===== src/pkg/cbd_regs.svh =====
// Register indices, field positions, reset values and sizes of the bridge decode block
`ifndef CBD_REGS_SVH
`define CBD_REGS_SVH

// ---------------------------------------------------------------
// Sizes
// ---------------------------------------------------------------
`define CBD_NUM_FUNC        2
`define CBD_NUM_WIN         2
`define CBD_BUS_W           8
`define CBD_MEM_HI_W        20
`define CBD_MEM_LO_W        12

// ---------------------------------------------------------------
// Register indices (byte address = 4 * index)
// ---------------------------------------------------------------
`define CBD_IDX_PRIMARY_BUS 6'h18
`define CBD_IDX_SECOND_BUS  6'h19
`define CBD_IDX_SUB_BUS     6'h1a
`define CBD_IDX_LAT_COUNT   6'h1b
`define CBD_IDX_WIN0_BASE   6'h1c
`define CBD_IDX_WIN0_LIMIT  6'h1d
`define CBD_IDX_WIN1_BASE   6'h1e
`define CBD_IDX_WIN1_LIMIT  6'h1f
`define CBD_IDX_BRIDGE_CTL  6'h20

// ---------------------------------------------------------------
// Address fields
// ---------------------------------------------------------------
`define CBD_ADDR_IDX_LSB    2
`define CBD_ADDR_IDX_MSB    7
`define CBD_ADDR_FUNC_BIT   8

// ---------------------------------------------------------------
// Field positions and reset values
// ---------------------------------------------------------------
`define CBD_CTL_PREF0_BIT   8
`define CBD_CTL_PREF1_BIT   9
`define CBD_BUS_RESET       8'h00
`define CBD_LAT_RESET       8'h00
`define CBD_MEM_RESET       20'h00000
`define CBD_LAT_MIN_ADVISED 8'h40

`endif


===== src/pkg/cbd_pkg.sv =====
// Types shared by the bridge decode modules
`default_nettype none
package cbd_pkg;
`include "cbd_regs.svh"

  typedef logic [`CBD_BUS_W-1:0]    cbd_bus_t;
  typedef logic [`CBD_MEM_HI_W-1:0] cbd_mem_t;

  // Per-function register set
  typedef struct packed {
    cbd_bus_t                      primary_bus_num;
    cbd_bus_t                      secondary_bus_num;
    cbd_bus_t                      subordinate_bus_num;
    cbd_bus_t                      secondary_latency_count;
    cbd_mem_t [`CBD_NUM_WIN-1:0]   mem_window_base;
    cbd_mem_t [`CBD_NUM_WIN-1:0]   mem_window_limit;
    logic     [`CBD_NUM_WIN-1:0]   mem_prefetch;
  } cbd_func_regs_s;

  // Top-level state
  typedef struct packed {
    cbd_func_regs_s [`CBD_NUM_FUNC-1:0] fn;
    logic                              dp_write;
    logic                              dp_read;
    logic [5:0]                        dp_idx;
    logic                              dp_func;
    logic                              hreadyout;
    logic [31:0]                       hrdata;
    logic                              cfg_valid;
    logic                              cfg_to_type0;
    logic                              cfg_to_type1;
    logic                              mem_claim;
    logic                              mem_win_sel;
    logic                              mem_prefetch;
    logic                              cb_to_pci;
  } cbd_top_s;

  // Latency timer states
  typedef enum logic [2:0] {
    CBD_LAT_IDLE    = 3'b001,
    CBD_LAT_COUNT   = 3'b010,
    CBD_LAT_EXPIRED = 3'b100
  } cbd_lat_state_e;

  typedef struct packed {
    cbd_lat_state_e state;
    cbd_bus_t       count;
    logic           end_req;
  } cbd_lat_s;

endpackage : cbd_pkg
`default_nettype wire


===== src/pkg/cbd_lat_if.sv =====
// Carrier between the decode top and its latency timer
`timescale 1ns/1ps
`default_nettype none
interface cbd_lat_if;
  import cbd_pkg::*;
  logic     frame_start;
  logic     active;
  logic     clk_en;
  logic     phase_done;
  cbd_bus_t lat_value;
  logic     expired;
  logic     end_req;

  modport ctl   (output frame_start, active, clk_en, phase_done, lat_value,
                 input expired, end_req);
  modport timer (input frame_start, active, clk_en, phase_done, lat_value,
                 output expired, end_req);
endinterface : cbd_lat_if
`default_nettype wire


===== src/hw/cbd_lat_timer.sv =====
// CardBus initiator latency timer
`timescale 1ns/1ps
`default_nettype none
module cbd_lat_timer
  import cbd_pkg::*;
(
  // Clock and reset
  input  wire logic hclk,
  input  wire logic hresetn,
  // Link to the decode top
  cbd_lat_if.timer  lat
);

  cbd_lat_s st_reg;
  cbd_lat_s st_next;

  always_comb
  begin
    st_next = st_reg;
    case (st_reg.state)
      CBD_LAT_IDLE:
      begin
        st_next.end_req = 1'b0;
        if (lat.frame_start)
        begin
          st_next.count = lat.lat_value;
          st_next.state = (lat.lat_value == 8'h00) ? CBD_LAT_EXPIRED : CBD_LAT_COUNT;
          st_next.end_req = (lat.lat_value == 8'h00);
        end
      end
      CBD_LAT_COUNT:
      begin
        if (!lat.active)
          st_next.state = CBD_LAT_IDLE;
        else if (lat.clk_en)
        begin
          st_next.count = st_reg.count - 8'h01;
          if (st_reg.count == 8'h01)
          begin
            st_next.state   = CBD_LAT_EXPIRED;
            st_next.end_req = 1'b1;
          end
        end
      end
      CBD_LAT_EXPIRED:
      begin
        // Hold the end request until the next data phase completes or the frame goes inactive
        if (!lat.active || lat.phase_done)
        begin
          st_next.end_req = 1'b0;
          st_next.state   = CBD_LAT_IDLE;
        end
      end
      default:
      begin
        st_next.state   = CBD_LAT_IDLE;
        st_next.end_req = 1'b0;
      end
    endcase
  end

  always_ff @(posedge hclk or negedge hresetn)
  begin
    if (!hresetn)
    begin
      st_reg.state   <= CBD_LAT_IDLE;
      st_reg.count   <= 8'h00;
      st_reg.end_req <= 1'b0;
    end
    else
      st_reg <= st_next;
  end

  assign lat.expired = st_reg.state[2];
  assign lat.end_req = st_reg.end_req;

endmodule : cbd_lat_timer
`default_nettype wire


===== src/hw/cbd_bridge_decode.sv =====
// Bridge decode registers, configuration and memory window decoding
`timescale 1ns/1ps
`default_nettype none
`include "cbd_regs.svh"
module cbd_bridge_decode
  import cbd_pkg::*;
(
  // Clock and reset
  input  wire logic        hclk,
  input  wire logic        hresetn,
  // AHB-Lite slave
  input  wire logic        hsel,
  input  wire logic [31:0] haddr,
  input  wire logic [1:0]  htrans,
  input  wire logic        hwrite,
  input  wire logic [2:0]  hsize,
  input  wire logic [31:0] hwdata,
  input  wire logic        hready,
  output logic             hreadyout,
  output logic [31:0]      hrdata,
  output logic             hresp,
  // Configuration cycle decode
  input  wire logic        cfg_req,
  input  wire logic        cfg_func,
  input  wire logic [7:0]  cfg_bus,
  output logic             cfg_valid,
  output logic             cfg_to_type0,
  output logic             cfg_to_type1,
  // PCI memory decode
  input  wire logic        mem_req,
  input  wire logic        mem_func,
  input  wire logic [31:0] mem_addr,
  output logic             mem_claim,
  output logic             mem_win_sel,
  output logic             mem_prefetch,
  // CardBus memory decode
  input  wire logic        cb_mem_req,
  input  wire logic        cb_mem_func,
  input  wire logic [31:0] cb_mem_addr,
  output logic             cb_to_pci,
  // CardBus initiator timing
  input  wire logic        cb_func,
  input  wire logic        cb_frame_start,
  input  wire logic        cb_active,
  input  wire logic        cb_clk_en,
  input  wire logic        cb_phase_done,
  output logic             cb_lat_expired,
  output logic             cb_end_req
);

  // Block state apart from the latency timer, registered once per clock
  cbd_top_s st_reg;
  cbd_top_s st_next;

  // Carrier to the latency timer
  cbd_lat_if lat_if ();

  // ---------------------------------------------------------------
  // Helper functions
  // ---------------------------------------------------------------
  // Zero base and limit keep the low 4K page unclaimed after reset
  function automatic logic win_enabled(input cbd_mem_t base, input cbd_mem_t limit);
    win_enabled = (base != `CBD_MEM_RESET) || (limit != `CBD_MEM_RESET);
  endfunction : win_enabled

  function automatic logic [31:0] zext_bus(input cbd_bus_t b);
    zext_bus = {24'h000000, b};
  endfunction : zext_bus

  function automatic logic [31:0] mem_word(input cbd_mem_t m);
    mem_word = {m, 12'h000};
  endfunction : mem_word

  function automatic logic in_window(input logic [31:0] addr, input cbd_mem_t base,
                                     input cbd_mem_t limit);
    logic [31:0] lo;
    logic [31:0] hi;
    lo = mem_word(base);
    hi = {limit, 12'hfff};
    in_window = win_enabled(base, limit) &&
                (addr >= lo) &&
                (addr <= hi);
  endfunction : in_window

  // Unmapped indices read zero instead of raising an error
  function automatic logic [31:0] read_reg(input cbd_func_regs_s r, input logic [5:0] idx);
    read_reg = 32'h0000_0000;
    case (idx)
      `CBD_IDX_PRIMARY_BUS: read_reg = zext_bus(r.primary_bus_num);
      `CBD_IDX_SECOND_BUS:  read_reg = zext_bus(r.secondary_bus_num);
      `CBD_IDX_SUB_BUS:     read_reg = zext_bus(r.subordinate_bus_num);
      `CBD_IDX_LAT_COUNT:   read_reg = zext_bus(r.secondary_latency_count);
      `CBD_IDX_WIN0_BASE:   read_reg = mem_word(r.mem_window_base[0]);
      `CBD_IDX_WIN0_LIMIT:  read_reg = mem_word(r.mem_window_limit[0]);
      `CBD_IDX_WIN1_BASE:   read_reg = mem_word(r.mem_window_base[1]);
      `CBD_IDX_WIN1_LIMIT:  read_reg = mem_word(r.mem_window_limit[1]);
      `CBD_IDX_BRIDGE_CTL:
      begin
        read_reg[`CBD_CTL_PREF0_BIT] = r.mem_prefetch[0];
        read_reg[`CBD_CTL_PREF1_BIT] = r.mem_prefetch[1];
      end
      default:              read_reg = 32'h0000_0000;
    endcase
  endfunction : read_reg

  // ---------------------------------------------------------------
  // Next state
  // ---------------------------------------------------------------
  always_comb
  begin
    cbd_func_regs_s f;
    cbd_func_regs_s mf;
    cbd_func_regs_s cf;
    cbd_func_regs_s gf;
    logic           hit0;
    logic           hit1;
    logic           cb_hit0;
    logic           cb_hit1;
    f    = st_reg.fn[st_reg.dp_func];
    mf   = st_reg.fn[mem_func];
    cf   = st_reg.fn[cb_mem_func];
    gf   = st_reg.fn[cfg_func];
    hit0 = 1'b0;
    hit1 = 1'b0;
    cb_hit0 = 1'b0;
    cb_hit1 = 1'b0;
    st_next = st_reg;

    // ------------------------------
    // Data phase of a write: registers change here
    // ------------------------------
    if (st_reg.dp_write)
    begin
      // Window registers keep only bits 31..12
      case (st_reg.dp_idx)
        `CBD_IDX_PRIMARY_BUS: f.primary_bus_num         = hwdata[7:0];
        `CBD_IDX_SECOND_BUS:  f.secondary_bus_num       = hwdata[7:0];
        `CBD_IDX_SUB_BUS:     f.subordinate_bus_num     = hwdata[7:0];
        `CBD_IDX_LAT_COUNT:   f.secondary_latency_count = hwdata[7:0];
        `CBD_IDX_WIN0_BASE:   f.mem_window_base[0]      = hwdata[31:12];
        `CBD_IDX_WIN0_LIMIT:  f.mem_window_limit[0]     = hwdata[31:12];
        `CBD_IDX_WIN1_BASE:   f.mem_window_base[1]      = hwdata[31:12];
        `CBD_IDX_WIN1_LIMIT:  f.mem_window_limit[1]     = hwdata[31:12];
        `CBD_IDX_BRIDGE_CTL:
        begin
          f.mem_prefetch[0] = hwdata[`CBD_CTL_PREF0_BIT];
          f.mem_prefetch[1] = hwdata[`CBD_CTL_PREF1_BIT];
        end
        default: f = f;
      endcase
      st_next.fn[st_reg.dp_func] = f;
    end

    // ------------------------------
    // Read: one wait state, then data from a register
    // ------------------------------
    // Writes take no wait state; hwdata is used in the data phase
    st_next.dp_write = 1'b0;
    st_next.dp_read  = 1'b0;
    if (st_reg.dp_read)
    begin
      st_next.hrdata    = read_reg(st_reg.fn[st_reg.dp_func], st_reg.dp_idx);
      st_next.hreadyout = 1'b1;
    end
    // Address phase: note index and function for the data phase
    if (hsel && hready && htrans[1])
    begin
      st_next.dp_idx   = haddr[`CBD_ADDR_IDX_MSB:`CBD_ADDR_IDX_LSB];
      st_next.dp_func  = haddr[`CBD_ADDR_FUNC_BIT];
      st_next.dp_write = hwrite;
      st_next.dp_read  = !hwrite;
      st_next.hreadyout = hwrite;
    end

    // ------------------------------
    // Configuration forwarding
    // ------------------------------
    st_next.cfg_valid    = cfg_req;
    st_next.cfg_to_type0 = 1'b0;
    st_next.cfg_to_type1 = 1'b0;
    // A bus equal to the primary one is never sent down
    if (cfg_req && (cfg_bus != gf.primary_bus_num))
    begin
      if (cfg_bus == gf.secondary_bus_num)
        st_next.cfg_to_type0 = 1'b1;
      else if ((cfg_bus > gf.secondary_bus_num) &&
               (cfg_bus <= gf.subordinate_bus_num))
        st_next.cfg_to_type1 = 1'b1;
    end

    // ------------------------------
    // PCI to CardBus memory claim
    // ------------------------------
    hit0 = in_window(mem_addr, mf.mem_window_base[0], mf.mem_window_limit[0]);
    hit1 = in_window(mem_addr, mf.mem_window_base[1], mf.mem_window_limit[1]);
    st_next.mem_claim    = mem_req && (hit0 || hit1);
    // Window 0 wins where the two windows overlap
    st_next.mem_win_sel  = !hit0 && hit1;
    st_next.mem_prefetch = 1'b0;
    if (mem_req && hit0)
      st_next.mem_prefetch = mf.mem_prefetch[0];
    else if (mem_req && hit1)
      st_next.mem_prefetch = mf.mem_prefetch[1];

    // ------------------------------
    // CardBus to PCI: addresses outside every window go upstream
    // ------------------------------
    cb_hit0 = in_window(cb_mem_addr, cf.mem_window_base[0], cf.mem_window_limit[0]);
    cb_hit1 = in_window(cb_mem_addr, cf.mem_window_base[1], cf.mem_window_limit[1]);
    st_next.cb_to_pci = cb_mem_req && !cb_hit0 && !cb_hit1;
  end

  // ---------------------------------------------------------------
  // State register
  // ---------------------------------------------------------------
  always_ff @(posedge hclk or negedge hresetn)
  begin
    if (!hresetn)
    begin
      // Every function's register set clears together
      for (int i = 0; i < `CBD_NUM_FUNC; i++)
      begin
        st_reg.fn[i].primary_bus_num         <= `CBD_BUS_RESET;
        st_reg.fn[i].secondary_bus_num       <= `CBD_BUS_RESET;
        st_reg.fn[i].subordinate_bus_num     <= `CBD_BUS_RESET;
        st_reg.fn[i].secondary_latency_count <= `CBD_LAT_RESET;
        st_reg.fn[i].mem_window_base         <= '0;
        st_reg.fn[i].mem_window_limit        <= '0;
        st_reg.fn[i].mem_prefetch            <= '0;
      end
      st_reg.dp_write     <= 1'b0;
      st_reg.dp_read      <= 1'b0;
      st_reg.dp_idx       <= 6'h00;
      st_reg.dp_func      <= 1'b0;
      st_reg.hreadyout    <= 1'b1;
      st_reg.hrdata       <= 32'h0000_0000;
      st_reg.cfg_valid    <= 1'b0;
      st_reg.cfg_to_type0 <= 1'b0;
      st_reg.cfg_to_type1 <= 1'b0;
      st_reg.mem_claim    <= 1'b0;
      st_reg.mem_win_sel  <= 1'b0;
      st_reg.mem_prefetch <= 1'b0;
      st_reg.cb_to_pci    <= 1'b0;
    end
    else
      st_reg <= st_next;
  end

  // ---------------------------------------------------------------
  // Latency timer
  // ---------------------------------------------------------------
  // Count source follows the function that owns the frame
  assign lat_if.frame_start = cb_frame_start;
  assign lat_if.active      = cb_active;
  assign lat_if.clk_en      = cb_clk_en;
  assign lat_if.phase_done  = cb_phase_done;
  assign lat_if.lat_value   = st_reg.fn[cb_func].secondary_latency_count;

  // Timer steps on enable pulses, never on a clock of its own
  cbd_lat_timer u_lat_timer (
    .hclk    (hclk),
    .hresetn (hresetn),
    .lat     (lat_if.timer)
  );

  // ---------------------------------------------------------------
  // Outputs
  // ---------------------------------------------------------------
  // Every output but hresp is a register bit; the response is always OKAY
  assign hreadyout      = st_reg.hreadyout;
  assign hrdata         = st_reg.hrdata;
  assign hresp          = 1'b0;
  assign cfg_valid      = st_reg.cfg_valid;
  assign cfg_to_type0   = st_reg.cfg_to_type0;
  assign cfg_to_type1   = st_reg.cfg_to_type1;
  assign mem_claim      = st_reg.mem_claim;
  assign mem_win_sel    = st_reg.mem_win_sel;
  assign mem_prefetch   = st_reg.mem_prefetch;
  assign cb_to_pci      = st_reg.cb_to_pci;
  assign cb_lat_expired = lat_if.expired;
  assign cb_end_req     = lat_if.end_req;

endmodule : cbd_bridge_decode
`default_nettype wire


===== config.mk =====
export PLATFORM = sky130hd
export DESIGN_NAME = cbd_bridge_decode
export DESIGN_NICKNAME = d
export VERILOG_FILES = /design/src/pkg/cbd_pkg.sv /design/src/pkg/cbd_lat_if.sv /design/src/hw/cbd_lat_timer.sv /design/src/hw/cbd_bridge_decode.sv
export VERILOG_INCLUDE_DIRS = /design/src /design/src/pkg
export SDC_FILE = /design/constraint.sdc
export NUM_CORES = 1
export LEC_CHECK = 0
export BUFFER_PORTS_ARGS = -buffer_cell sky130_fd_sc_hd__buf_2
export CAP_MARGIN = 20
export CORE_MARGIN = 5
export CORE_UTILIZATION = 44
export DETAILED_ROUTE_END_ITERATION = 16
export PLACE_DENSITY = 0.63
export REMOVE_ABC_BUFFERS = 1
export SLEW_MARGIN = 20
export SYNTH_ARGS = -nofsm -noshare
export SYNTH_HDL_FRONTEND = slang
export SYNTH_SLANG_ARGS = --single-unit

===== constraint.sdc =====
create_clock -name hclk -period 3.3 [get_ports hclk]
set_clock_uncertainty 0.2 [all_clocks]
set_input_delay 0.66 -clock hclk [delete_from_list [all_inputs] [get_ports hclk]]
set_output_delay 0.66 -clock hclk [all_outputs]
set_load 0.02 [all_outputs]

==> impl.org, run 1 <==
** Logic synthesis
- Mux share of post-synthesis cell area :: 29.4%
- Mean cell area of the mapped netlist :: 11.0 um^2
- In this run the cell area of the synthesized design comes to 19500 um^2.
- Yosys warning count :: 0
- Mapped Cells :: 1781
- After synthesis, the largest family of logic cells by area is multiplexers.
- Compound-gate portion of the synthesized area :: 8.96%
- The synthesized netlist devotes 0.359% of its cell area to XOR and XNOR gates.
- Counting flops and latches in the post-synthesis netlist gives 287.
- Number of flops mapped to enable cells by yosys :: 0
- Synthesis instantiated 69 different standard cells from the library.
- Among all flip-flop cells after synthesis, the most frequent one is dfrtp_1.
- Share of synthesized area occupied by flip-flops and latches :: 36.8%
- Share of synthesized registers carrying an async set or reset :: 100%
- After Yosys synthesis, full adders, half adders and majority gates account for 11.4% of the synthesized area.
- Summing the areas of all and, or, nand and nor instances in the mapped netlist gives 9.09% of the synthesized area.

** Setup path
- In this run the worst setup path begins at mem_func.
- The worst register-to-register path ends at mem_claim.
- The worst setup path is launched from an input port.
- R2R cell count :: 11
- The slowest stage of the critical path belongs to the cell mux2i_1.
- Of all nets on the critical path, the largest fanout is 16.
- Critical Path, Cell by Cell :: buf_4 > buf_12 > mux2i_1 > buf_4 > ha_1 > nand2_1 > o21ai_0 > a221oi_1 > buf_4 > o211ai_1 > a211o_1 > a21boi_0
- Delay of the slowest cell on the worst path :: 0.48 ns
- Kind of end point of the critical path :: register
- Counting stages on the worst path, the most repeated cell is buf_4.
- R2r startpoint :: st_reg[190]
- At the worst endpoint, the required time is 3.51 ns.
- Data arrival time of the critical path :: 3.37 ns
- The worst register-to-register path has a setup slack of 0.28 ns.
- The critical path is of the input port to register type.

** Route
- Routed length on met3 :: 5280 um
- Met1 wire length :: 31800 um
- For this run, design rule violations remaining after detail routing come to 0.
- Met2 routed WL :: 32100 um
- Dividing the detail-routed wire length by the instance count gives 26.5 um.
- Drt first pass iters :: 5
- For this block, the routed nets add up to 71800 um of wire.
- Highest routed metal layer :: met4
- In this run the remaining antenna-violating nets after routing total 0.
- After detailed routing, the number of vias per cell comes to 6.04.
- Initial drt markers :: 1358
- Via count :: 16400

** Final layout
- In the final layout, the multi-input gates occupy 11600 um^2.
- Commonest non-fill, non-tap cell in the layout :: mux2i_1
- Leaving out fill and tap cells, the most frequent cells in the layout are mux2i_1 (301), dfrtp_1 (284), mux2_2 (242).
- The register with the most flip-flops in the layout has 237 of them.
- Net total in the final layout :: 2428
- The filler cells instantiated in the layout total 3950.
- Share of final-layout standard cells stronger than drive strength 1 :: 32.8%
- Leaving out filler cells and counting taps, the final layout contains 2714.
- Compared with the post-synthesis result, the final layout area differs by 20.2%.
- Register cell area after layout :: 7190 um^2

** Timing
- Setup repair after global routing left no endpoint under its margin.
- Setup violations remaining at the end of the flow were counted as 0.
- The final max-slew violation count came to 0.
- Final worst path period share :: 95.8%
- After layout, the worst setup slack is 0.139 ns.
- The worst pin sits at a relative slew slack of 50.8%.
- Final hold violations :: 0
- After layout, the minimum clock period comes to 3.16 ns.
- Based on the critical path, the design can be clocked at up to 316 MHz.
- For the pin with the worst max-slew slack, the measured transition is 0.731 ns.

** Floorplan
- Number of core rows :: 77
- After floorplanning, the core was sized to cover 44000 um^2.
- Die Y :: 221 um
- From left edge to right edge, the die measures 221 um.
- Initial core utilization :: 44.3%
- Pin placement for this block handled 200 I/O pins.
- Area of the die :: 48600 um^2

** Clocking
- The H-tree generated during clock tree synthesis spans 2 levels.
- TritonCTS created 34 clock buffers.
- Clock net sink count :: 287
- Insertion delay of the later-clocked pin in the worst-skew pair :: 0.56 ns
- TritonCTS built the clock tree.
- Clock-pin slew on the worst setup and hold paths :: 0.06 ns
- Buffers added to address setup during post-CTS repair amount to 0.
- Counting along the longest clock path gives a buffer depth of 3.
- The tree is rooted in a clkbuf_16.

** Pwr
- In this run the static leakage power is 11.2 nW.
- Dividing total power by cell area gives a power density of 425 nW/um^2.
- The worst-case IR drop observed on VDD is 0.405 mV.

** Global routing
- The number of antenna violations at the first check in global routing came to 3.
- Maximum number of pins on one net before global-route repair :: 74
- The first global-routing pass estimated 106000 um of wire.
- Via count of the first global-routing pass :: 16500
- Remaining global-route overflow :: 0
- Global router's overall resource usage :: 29.2%

** Min path
- For hold timing, the worst endpoint is cfg_valid.
- Start point of the worst min-delay path :: cfg_req
- Hold path depth :: 1
- The path class of the tightest hold or removal check is input port to register.

** Placed design
- Buffers added on ports :: 165
- Detailed placement ended at an HPWL of 56000 um.
- At the placement stage, the worst setup path has a slack of -0.306 ns.
- Routability cong. :: 1.03
- Placed Instances :: 2648

** Run
- Max-cap violations in this run came to 0.

** Status
- The run finished with clean final reports.
-- synth_stat cells (7+ instances only) --
cell / n / area [um^2]
nor2b_1: 9 / 56.3
and4_1: 9 / 78.8
nand2_1: 59 / 221
nor4_1: 40 / 250
xor2_1: 7 / 61.3
o22ai_1: 90 / 563
clkbuf_1: 28 / 105
nand4_1: 62 / 388
a21o_1: 22 / 165
inv_1: 43 / 161
dfrtp_1: 285 / 7130
mux2_2: 242 / 2730
o21ai_0: 41 / 205
nor2_1: 72 / 270
buf_4: 35 / 263
nand3_1: 31 / 155
a211oi_1: 7 / 52.6
a21oi_1: 65 / 325
mux2i_1: 301 / 3010
buf_2: 39 / 195
nor3_1: 20 / 100
ha_1: 178 / 2230
-- how the worst max path moves through the flow --
stage          cells past startpoint  slack (ns)          end
3_3_place_gp                      12       -0.34    mem_claim
6_report                          12        0.14    mem_claim
5_1_grt                           12        0.07    mem_claim
4_1_cts                           12        0.25    mem_claim
2_1_floorplan                      2       -3.38  st_reg[205]
3_5_place_dp                      13       -0.31    mem_claim
-- power by group --
part / switching [mW] / total (mW) / leakage (nW) / internal (mW)
clock: 1.59 / 3.97 / 0.573 / 2.37
sequential: 0.264 / 3.96 / 3.75 / 3.70
combinational: 1.11 / 2.03 / 6.91 / 0.919
total: 2.97 / 9.96 / 11.2 / 6.98
-- stage by stage --
stage                     area, um^2  power (mW)  utilization [%]  hold slack [ns]  TNS (ns)
after floorplan                18900        5.12                -            0.164   -570.66
after global placement         22200        5.95             50.5            0.286    -0.921
after detailed placement       22200        6.01             50.5            0.289    -0.751
after CTS                      23400        10.0             53.2          0.00975         0
after global routing           23400        10.4             53.2           0.0201         0
final                          23400        9.96             53.2           0.0360         0
-- logic make-up (layout without fill, tap and decap cells) --
family          after synthesis  after routing
simple gates                336            336
buf+inv                     151            487
flops                       287            287
compound gates              277            277
other cells                   1              6
mux                         543            543
xor+xnor                      8              8
fa+ha+maj                   178            178
-- metal layers --
layer / GRT usage (%) / vias up
li1: - / 7418
met1: 40.4 / 8236
met2: 45.3 / 580
met3: 7.14 / 145
met4: 9.34 / 0
met5: 0 / -
-- layout make-up --
| type | count | area share, % |
|---|---|---|
| Clock inverter | 18 | 0.971 |
| Timing Repair Buffer | 382 | 11.0 |
| Sequential cell | 287 | 30.7 |
| Multi-Input combinational cell | 1345 | 49.4 |
| Antenna cell | 3 | 0.0320 |
| Inverter | 43 | 0.689 |
| Tap cell | 592 | 3.16 |
| Clock buffer | 44 | 4.05 |
-- worst max-delay path, delay by kind of cell --
kind	cells	cell delay, ns
AOI/OAI and AO/OA	5	1.11
and+or+nand+nor	1	0.06
buffers and inverters	4	0.79
adders and majority gates	1	0.23
muxes	1	0.48
-- timing repair --
| action | 4_1_cts | 5_1_grt |
|---|---|---|
| endpoints found under the hold margin | 66 | 0 |
| hold buffers | 1 | 0 |
| gates resized for setup | 0 | 0 |
No activity file was read; power rests on OpenSTA's default activity.
==> run 2: changes to the inputs <==
--- a/config.mk
+++ b/config.mk
@@ -11,6 +11,7 @@
 export CORE_MARGIN = 5
 export CORE_UTILIZATION = 44
 export DETAILED_ROUTE_END_ITERATION = 16
+export MAX_ROUTING_LAYER = met4
 export PLACE_DENSITY = 0.63
 export REMOVE_ABC_BUFFERS = 1
 export SLEW_MARGIN = 20
==> run 2 against run 1 <==
Cell count fell by 0.18%. First-iteration DRC count up 16%. Combinational power hardly changed.
==> impl.org, run 2 (synthesized netlist as in run 1, its figures left out) <==
** Final layout
- Commonest non-fill, non-tap cell in the layout :: mux2i_1
- Net total in the final layout :: 2428
- Synthesis-to-layout area growth :: 19.9%
- The top cell types in the final layout, fill and taps aside, are mux2i_1 (300), dfrtp_1 (284), mux2_2 (242).
- The register with the most flip-flops in the layout has 237 of them.
- Once layout is done, the placed cells without fillers occupy 23400 um^2.
- Share of final-layout standard cells stronger than drive strength 1 :: 32.6%
- Count of placed standard cells in the final layout, fillers left out :: 2709
- Once layout is complete, the utilization of the core stands at 53.1%.

** Setup path
- The worst setup path is captured at a register.
- Counting stages on the worst path, the most repeated cell is buf_4.
- Data arrival time of the critical path :: 3.40 ns
- Largest fanout on the critical path :: 28
- Critical-path cell with the highest stage delay :: o311ai_0
- Data required time of the worst path :: 3.60 ns
- In this run the critical register-to-register path is launched from st_reg[166].
- Top Family by Delay on Critical Path :: compound AO/OA/AOI/OAI gates
- Delay of the slowest cell on the worst path :: 0.54 ns
- Worst Setup Path Type :: input port to register
- Walking the worst path, the cells encountered are buf_4 > buf_4 > mux2i_1 > ha_1 > a21oi_1 > o21ai_0 > a211oi_1 > o311ai_0 > buf_4 > nand2_1 > o211ai_1 > and3_1.
- For the worst flop-to-flop path, the logic depth is 9.
- Element type at the critical path start :: input port
- The worst register-to-register path ends at mem_prefetch.
- The worst register-to-register path has a setup slack of 0.40 ns.
- The number of buffers and inverters on the critical path is 3.

** Pwr
- Power density over the cells :: 421 nW/um^2
- The design draws 9.84 mW.
- Largest voltage drop on the vdd net :: 0.516 mV
- For this design the static power due to leakage is 11.2 nW.

** Global routing
- The total overflow left after global routing is 0.
- The first global-routing pass estimated 106000 um of wire.
- Initial antenna violation count :: 2
- Entering global routing, the biggest net connects 68 pins.
- Global router's overall resource usage :: 30.2%
- The via count of the first global-routing pass is 16600.

** Floorplan
- Number of core rows :: 77
- Count of boundary I/O pins :: 200
- Area of the die :: 48600 um^2
- The region available for standard cell placement spans 44000 um^2.
- The die is 221 um wide.
- Die Y :: 221 um
- Initial core utilization :: 44.3%

** Placed design
- Placed Instances :: 2646
- Total placed instance area :: 22200 um^2
- Buffers added on ports :: 165
- At the placement stage, the worst setup path has a slack of -0.385 ns.
- Final HPWL DP :: 55600 um
- Routability cong. :: 1.07

** Clocking
- Clock-pin slew was measured on the worst setup and hold paths at 0.05 ns.
- TritonCTS built the clock tree.
- Clock tree synthesis found a total of 287 sinks.
- Deepest clock path buffer count :: 3
- Insertion delay of the later-clocked pin in the worst-skew pair :: 0.57 ns
- The H-tree generated during clock tree synthesis spans 2 levels.
- Clock root buffer :: clkbuf_16
- TritonCTS created 35 clock buffers.

** Timing
- Worst relative slew slack :: 35.8%
- Max Clock Freq :: 323 MHz
- The final max-slew violation count was 0.
- The count of final hold-check violations is 0.
- Setup violations remaining at the end of the flow were counted as 0.
- Fin Hold WS :: 0.0655 ns
- PnR worst setup slack :: 0.204 ns
- Setup TNS :: 0 ns
- Setup repair after global routing left no endpoint under its margin.
- Subtracting the final worst setup slack from the clock period gives 3.10 ns.
- Of the available clock period, the critical path in the final layout requires 93.8%.
- Least-Margin Pin Slew :: 0.954 ns

** Run
- Maxcap violations :: 0

** Min path
- The worst hold path was traced through 2 stages.
- In this run the most critical hold path is launched from hwrite.
- Hold endpoint :: st_reg[47]
- Class of the most critical hold timing path :: input port to register

** Route
- After detailed routing, the total wire length is 71900 um.
- Antenna Violating Nets Remaining :: 0
- Avg WL per Cell :: 26.6 um
- Initial drt markers :: 1577
- Number of remaining DRC errors :: 0
- Before antenna repair, the detailed router went through 6 iterations.
- Summing over every cut layer, the via total after detailed routing is 16500.
- In the routed layout, each cell is associated on average with a via count of 6.08.

** Status
- Status :: finished clean
## run 2: changes by cell type in the layout (fill, tap and decap cells not counted)
cell           before  now
buf_4             209  206
clkbuf_1            5    8
clkinvlp_4          3    0
bufinv_16           4    2
clkinv_2            7    5
buf_12              9   10
clkbuf_8            4    5
diode_2             3    2
dlygate4sd3_1       1    2
inv_16              0    1
inv_6               1    0
mux2i_1           301  300
mux2i_2             0    1
## run 2: layout make-up
cell class	instances	area, um^2
Clock inverter	11	146
Sequential cell	287	7190
Fill cell	3974	20600
Antenna cell	2	5.00
Tap cell	592	741
Timing Repair Buffer	381	2590
Clock buffer	48	975
Multi-Input combinational cell	1345	11600
Inverter	43	161
## run 2: per-layer routing
layer | wire length (um) | GRT usage, % | up-vias
met1 | 32100 | 41.7 | 8257
met4 | 2620 | 9.51 | 0
met3 | 4720 | 4.20 | 150
met2 | 32500 | 46.3 | 665
met5 | 0 | - | -
li1 | - | - | 7410
## run 2: worst reg2reg max path, stage by stage (launching register included)
cell,delay (ns)
dfrtp_1,0.47
mux2i_1,0.31
ha_1,0.31
a21oi_1,0.17
o21ai_0,0.15
a221oi_1,0.38
o211ai_1,0.22
a211o_1,0.33
o21ai_0,0.17
nor2_1,0.05
## run 2: power breakdown
part	switching, mW	total (mW)	internal, mW	leakage (nW)
sequential	0.259	3.96	3.70	3.75
combinational	1.13	2.05	0.925	6.90
clock	1.60	3.84	2.24	0.552
total	2.98	9.84	6.86	11.2
## run 2: how the worst max path moves through the flow
stage | from | end | slack (ns) | depth (start not counted)
5_1_grt | mem_func | mem_prefetch | 0.06 | 13
3_5_place_dp | mem_func | mem_prefetch | -0.39 | 13
6_report | cb_mem_func | cb_to_pci | 0.20 | 12
4_1_cts | mem_func | mem_prefetch | 0.18 | 13
2_1_floorplan | st_reg[40] | st_reg[205] | -3.38 | 2
3_3_place_gp | mem_func | mem_prefetch | -0.37 | 13
## run 2: repair_timing
item                                   4_1_cts  5_1_grt
hold buffers                                 2        0
gates resized for setup                      0        1
endpoints found under the hold margin       63        0
setup buffers                                0        0
setup endpoints to repair                    0        1
==> run 3: changes to the inputs <==
--- a/config.mk
+++ b/config.mk
@@ -8,11 +8,12 @@
 export LEC_CHECK = 0
 export BUFFER_PORTS_ARGS = -buffer_cell sky130_fd_sc_hd__buf_2
 export CAP_MARGIN = 20
+export CORE_ASPECT_RATIO = 0.9
 export CORE_MARGIN = 5
-export CORE_UTILIZATION = 44
+export CORE_UTILIZATION = 40
 export DETAILED_ROUTE_END_ITERATION = 16
 export MAX_ROUTING_LAYER = met4
-export PLACE_DENSITY = 0.63
+export PLACE_DENSITY = 0.59
 export REMOVE_ABC_BUFFERS = 1
 export SLEW_MARGIN = 20
 export SYNTH_ARGS = -nofsm -noshare
==> run 3 against run 2 <==
Sequential share of layout area up 0.19 points. Cell count about the same. Combinational power down 2%. Critical path depth up 1. Routed wire length up 0.66%. Cell area down 0.59%. First-iteration DRC count down 9.4%. Sequential power about the same. Clock-buffer cell count up 1. Flip-flop and latch count unchanged. Fmax up 0.27%. Power up 1.7%.
==> impl.org, run 3 (synthesized netlist as in run 1, its figures left out) <==
** Status
- The run finished with clean final reports.

** Final layout
- The library cell used most frequently in the layout, excluding fill and tap cells, is mux2i_1.
- The register with the most flip-flops in the layout has 237 of them.
- Net total in the final layout :: 2393
- For this run, the share of the core covered by cells in the final layout is 48.4%.
- Synthesis-to-layout area growth :: 19.2%
- Share of final-layout standard cells stronger than drive strength 1 :: 31.7%
- Leading cell types in the layout, fill and taps excluded :: mux2i_1 (301), dfrtp_1 (283), mux2_2 (242)

** Pwr
- Sw Share :: 30.1%
- Of the total power, registers draw 39.6%.
- Power density over the cells :: 430 nW/um^2
- Internal cell power :: 6.99 mW
- Share of total power in the clock network :: 40.4%
- Largest voltage drop on the vdd net :: 0.420 mV
- Summed over all nets, the switching power comes to 3.02 mW.
- Proportion of power drawn by combinational gates :: 20.0%
- In this run the static leakage power is 11.1 nW.

** Timing
- Final count of negative-setup-slack endpoints :: 0
- Hold timing on the final database bottoms out at a slack of 0.0275 ns.
- Final-report max-slew violation count :: 0
- Across all setup checks in the final design, the least slack found is 0.212 ns.
- Setup repair after global routing left no endpoint under its margin.
- Least-Margin Pin Slew :: 0.818 ns
- Static timing analysis puts the maximum clock frequency at 324 MHz.
- Final hold violations :: 0
- The routed design could run at a clock period as short as 3.09 ns.
- Dividing the final minimum period by the clock period gives 93.6%.
- Worst relative slew slack :: 45.0%

** Route
- Drt first pass iters :: 5
- The count of nets left with antenna violations once routing finished came out at 0.
- Via count :: 16400
- The final layout contains routed wiring with a total length of 72400 um.
- Via count normalized by instance count :: 6.05
- Number of remaining DRC errors :: 0
- Initial drt markers :: 1429
- Avg WL per Cell :: 26.7 um

** Global routing
- Global router's overall resource usage :: 27.4%
- The via count of the first global-routing pass was 16400.
- The first global-routing pass estimated 108000 um of wire.
- The number of antenna violations at the first check in global routing was 4.
- Summed over all layers, the global routing overflow is 0.
- Entering global routing, the biggest net connects 76 pins.

** Setup path
- Critical Path, Cell by Cell :: buf_4 > buf_12 > buf_4 > mux2i_1 > ha_1 > buf_4 > a21oi_1 > nand2_1 > a221oi_1 > nor3_1 > o22ai_1 > nand3_1 > a21boi_0
- Combined buffer and inverter count along the critical path :: 4
- In this run the worst path has a maximum fanout of 16.
- In this design, the critical path's most frequently occurring cell is buf_4.
- For this run, the slowest stage of the critical path takes 0.38 ns.
- Counting cells, the worst reg-to-reg path comes to 10.
- Element type at the critical path start :: input port
- Data arrival time of the critical path :: 3.33 ns
- Kind of end point of the critical path :: register
- Worst Setup Path Type :: input port to register
- Top Family by Delay on Critical Path :: compound AO/OA/AOI/OAI gates
- Critical-path cell with the highest stage delay :: a221oi_1
- Data on the critical path is required at its endpoint by 3.55 ns.
- The critical path crosses 13 cells after its start point.

** Placed design
- Buffers added on ports :: 165
- Worst slack at placement :: -0.281 ns
- Routability-driven placement finished with a final weighted congestion of 1.06.
- Final HPWL DP :: 55800 um

** Floorplan
- The floorplan step defined a die boundary enclosing 53300 um^2.
- Horizontal die dimension :: 243 um
- After floorplanning, the core was divided into 76 placement rows.
- The die is 220 um tall.
- 200 I/O pins were placed.
- Core Region :: 48000 um^2
- Initial core utilization :: 40.6%

** Clocking
- The tree built by TritonCTS fans out to 287 sinks.
- Clock root buffer :: clkbuf_16
- CTS built an H-tree with a depth of 2.
- # resized after CTS :: 0
- Clock-pin slew on the worst setup and hold paths :: 0.06 ns
- Post-CTS setup buffer count :: 0
- Insertion delay of the later-clocked pin in the worst-skew pair :: 0.56 ns
- Clock tree from TritonCTS :: done
- Counting the buffers created by CTS gives 35.
- No sink is reached through more buffers than the 3 on the longest clock path.

** Min path
- The min-delay analysis places its worst path in the category input port to register.
- Hold path depth :: 1

** Run
- Max-cap violations in this run came to 0.
## run 3: cell type report
cell class	count	area, um^2
Antenna cell	4	10.0
Clock buffer	49	1010
Clock inverter	13	185
Fill cell	4419	24800
Inverter	43	161
Multi-Input combinational cell	1345	11600
Sequential cell	287	7190
Tap cell	624	781
Timing Repair Buffer	346	2340
## run 3: metal layers
metal | vias up | global-route usage [%] | routed length [um]
li1 | 7342 | - | -
met1 | 8266 | 39.0 | 33000
met2 | 669 | 41.1 | 31900
met3 | 138 | 4.16 | 5480
met4 | 0 | 7.51 | 2010
met5 | - | - | 0
## run 3: final timing paths
| check | from | end | slack (ns) |
|---|---|---|---|
| setup reg to reg | st_reg[218] | mem_prefetch | 0.40 |
| hold / removal | cfg_req | cfg_valid | 0.03 |
| max in group asynchronous | hresetn | cfg_to_type0 | 1.58 |
| hold reg to reg | hreadyout | hreadyout | 0.31 |
| setup / recovery | mem_func | mem_claim | 0.21 |
| min in group asynchronous | hresetn | hrdata[29] | 0.46 |
## run 3: power by group through the flow
stage | clock network, mW | logic, mW | registers [mW]
2_1_floorplan | 0 | 1.11 | 4.02
3_3_place_gp | 0 | 1.93 | 4.00
3_5_place_dp | 0 | 1.97 | 4.01
4_1_cts | 4.14 | 1.99 | 3.95
5_1_grt | 4.27 | 2.18 | 3.98
6_report | 4.04 | 2.01 | 3.96
## run 3: what timing repair did
item                                    4_1_cts  5_1_grt
hold endpoints to repair                     65        0
hold buffers                                  1        0
endpoints found under the setup margin        0        0
## run 3: metrics by stage
step	instance area, um^2	setup TNS, ns	total power, mW	std cells
3_5_place_dp	22000	-0.809	5.99	2644
5_1_grt	23300	0	10.4	2711
2_1_floorplan	18900	-570.66	5.12	1675
4_1_cts	23200	0	10.1	2707
6_report	23300	0	10.0	2711
3_3_place_gp	22000	-0.823	5.93	2644
## run 3: worst register-to-register path, stage by stage, from the launching register on
cell      delay [ns]
dfrtp_1         0.43
mux2i_1         0.12
ha_1            0.31
nand4_1         0.27
nor4_1          0.45
o311a_1         0.22
a211oi_1        0.08
buf_4           0.15
a211o_1         0.28
o21ai_0         0.19
nor2_1          0.08
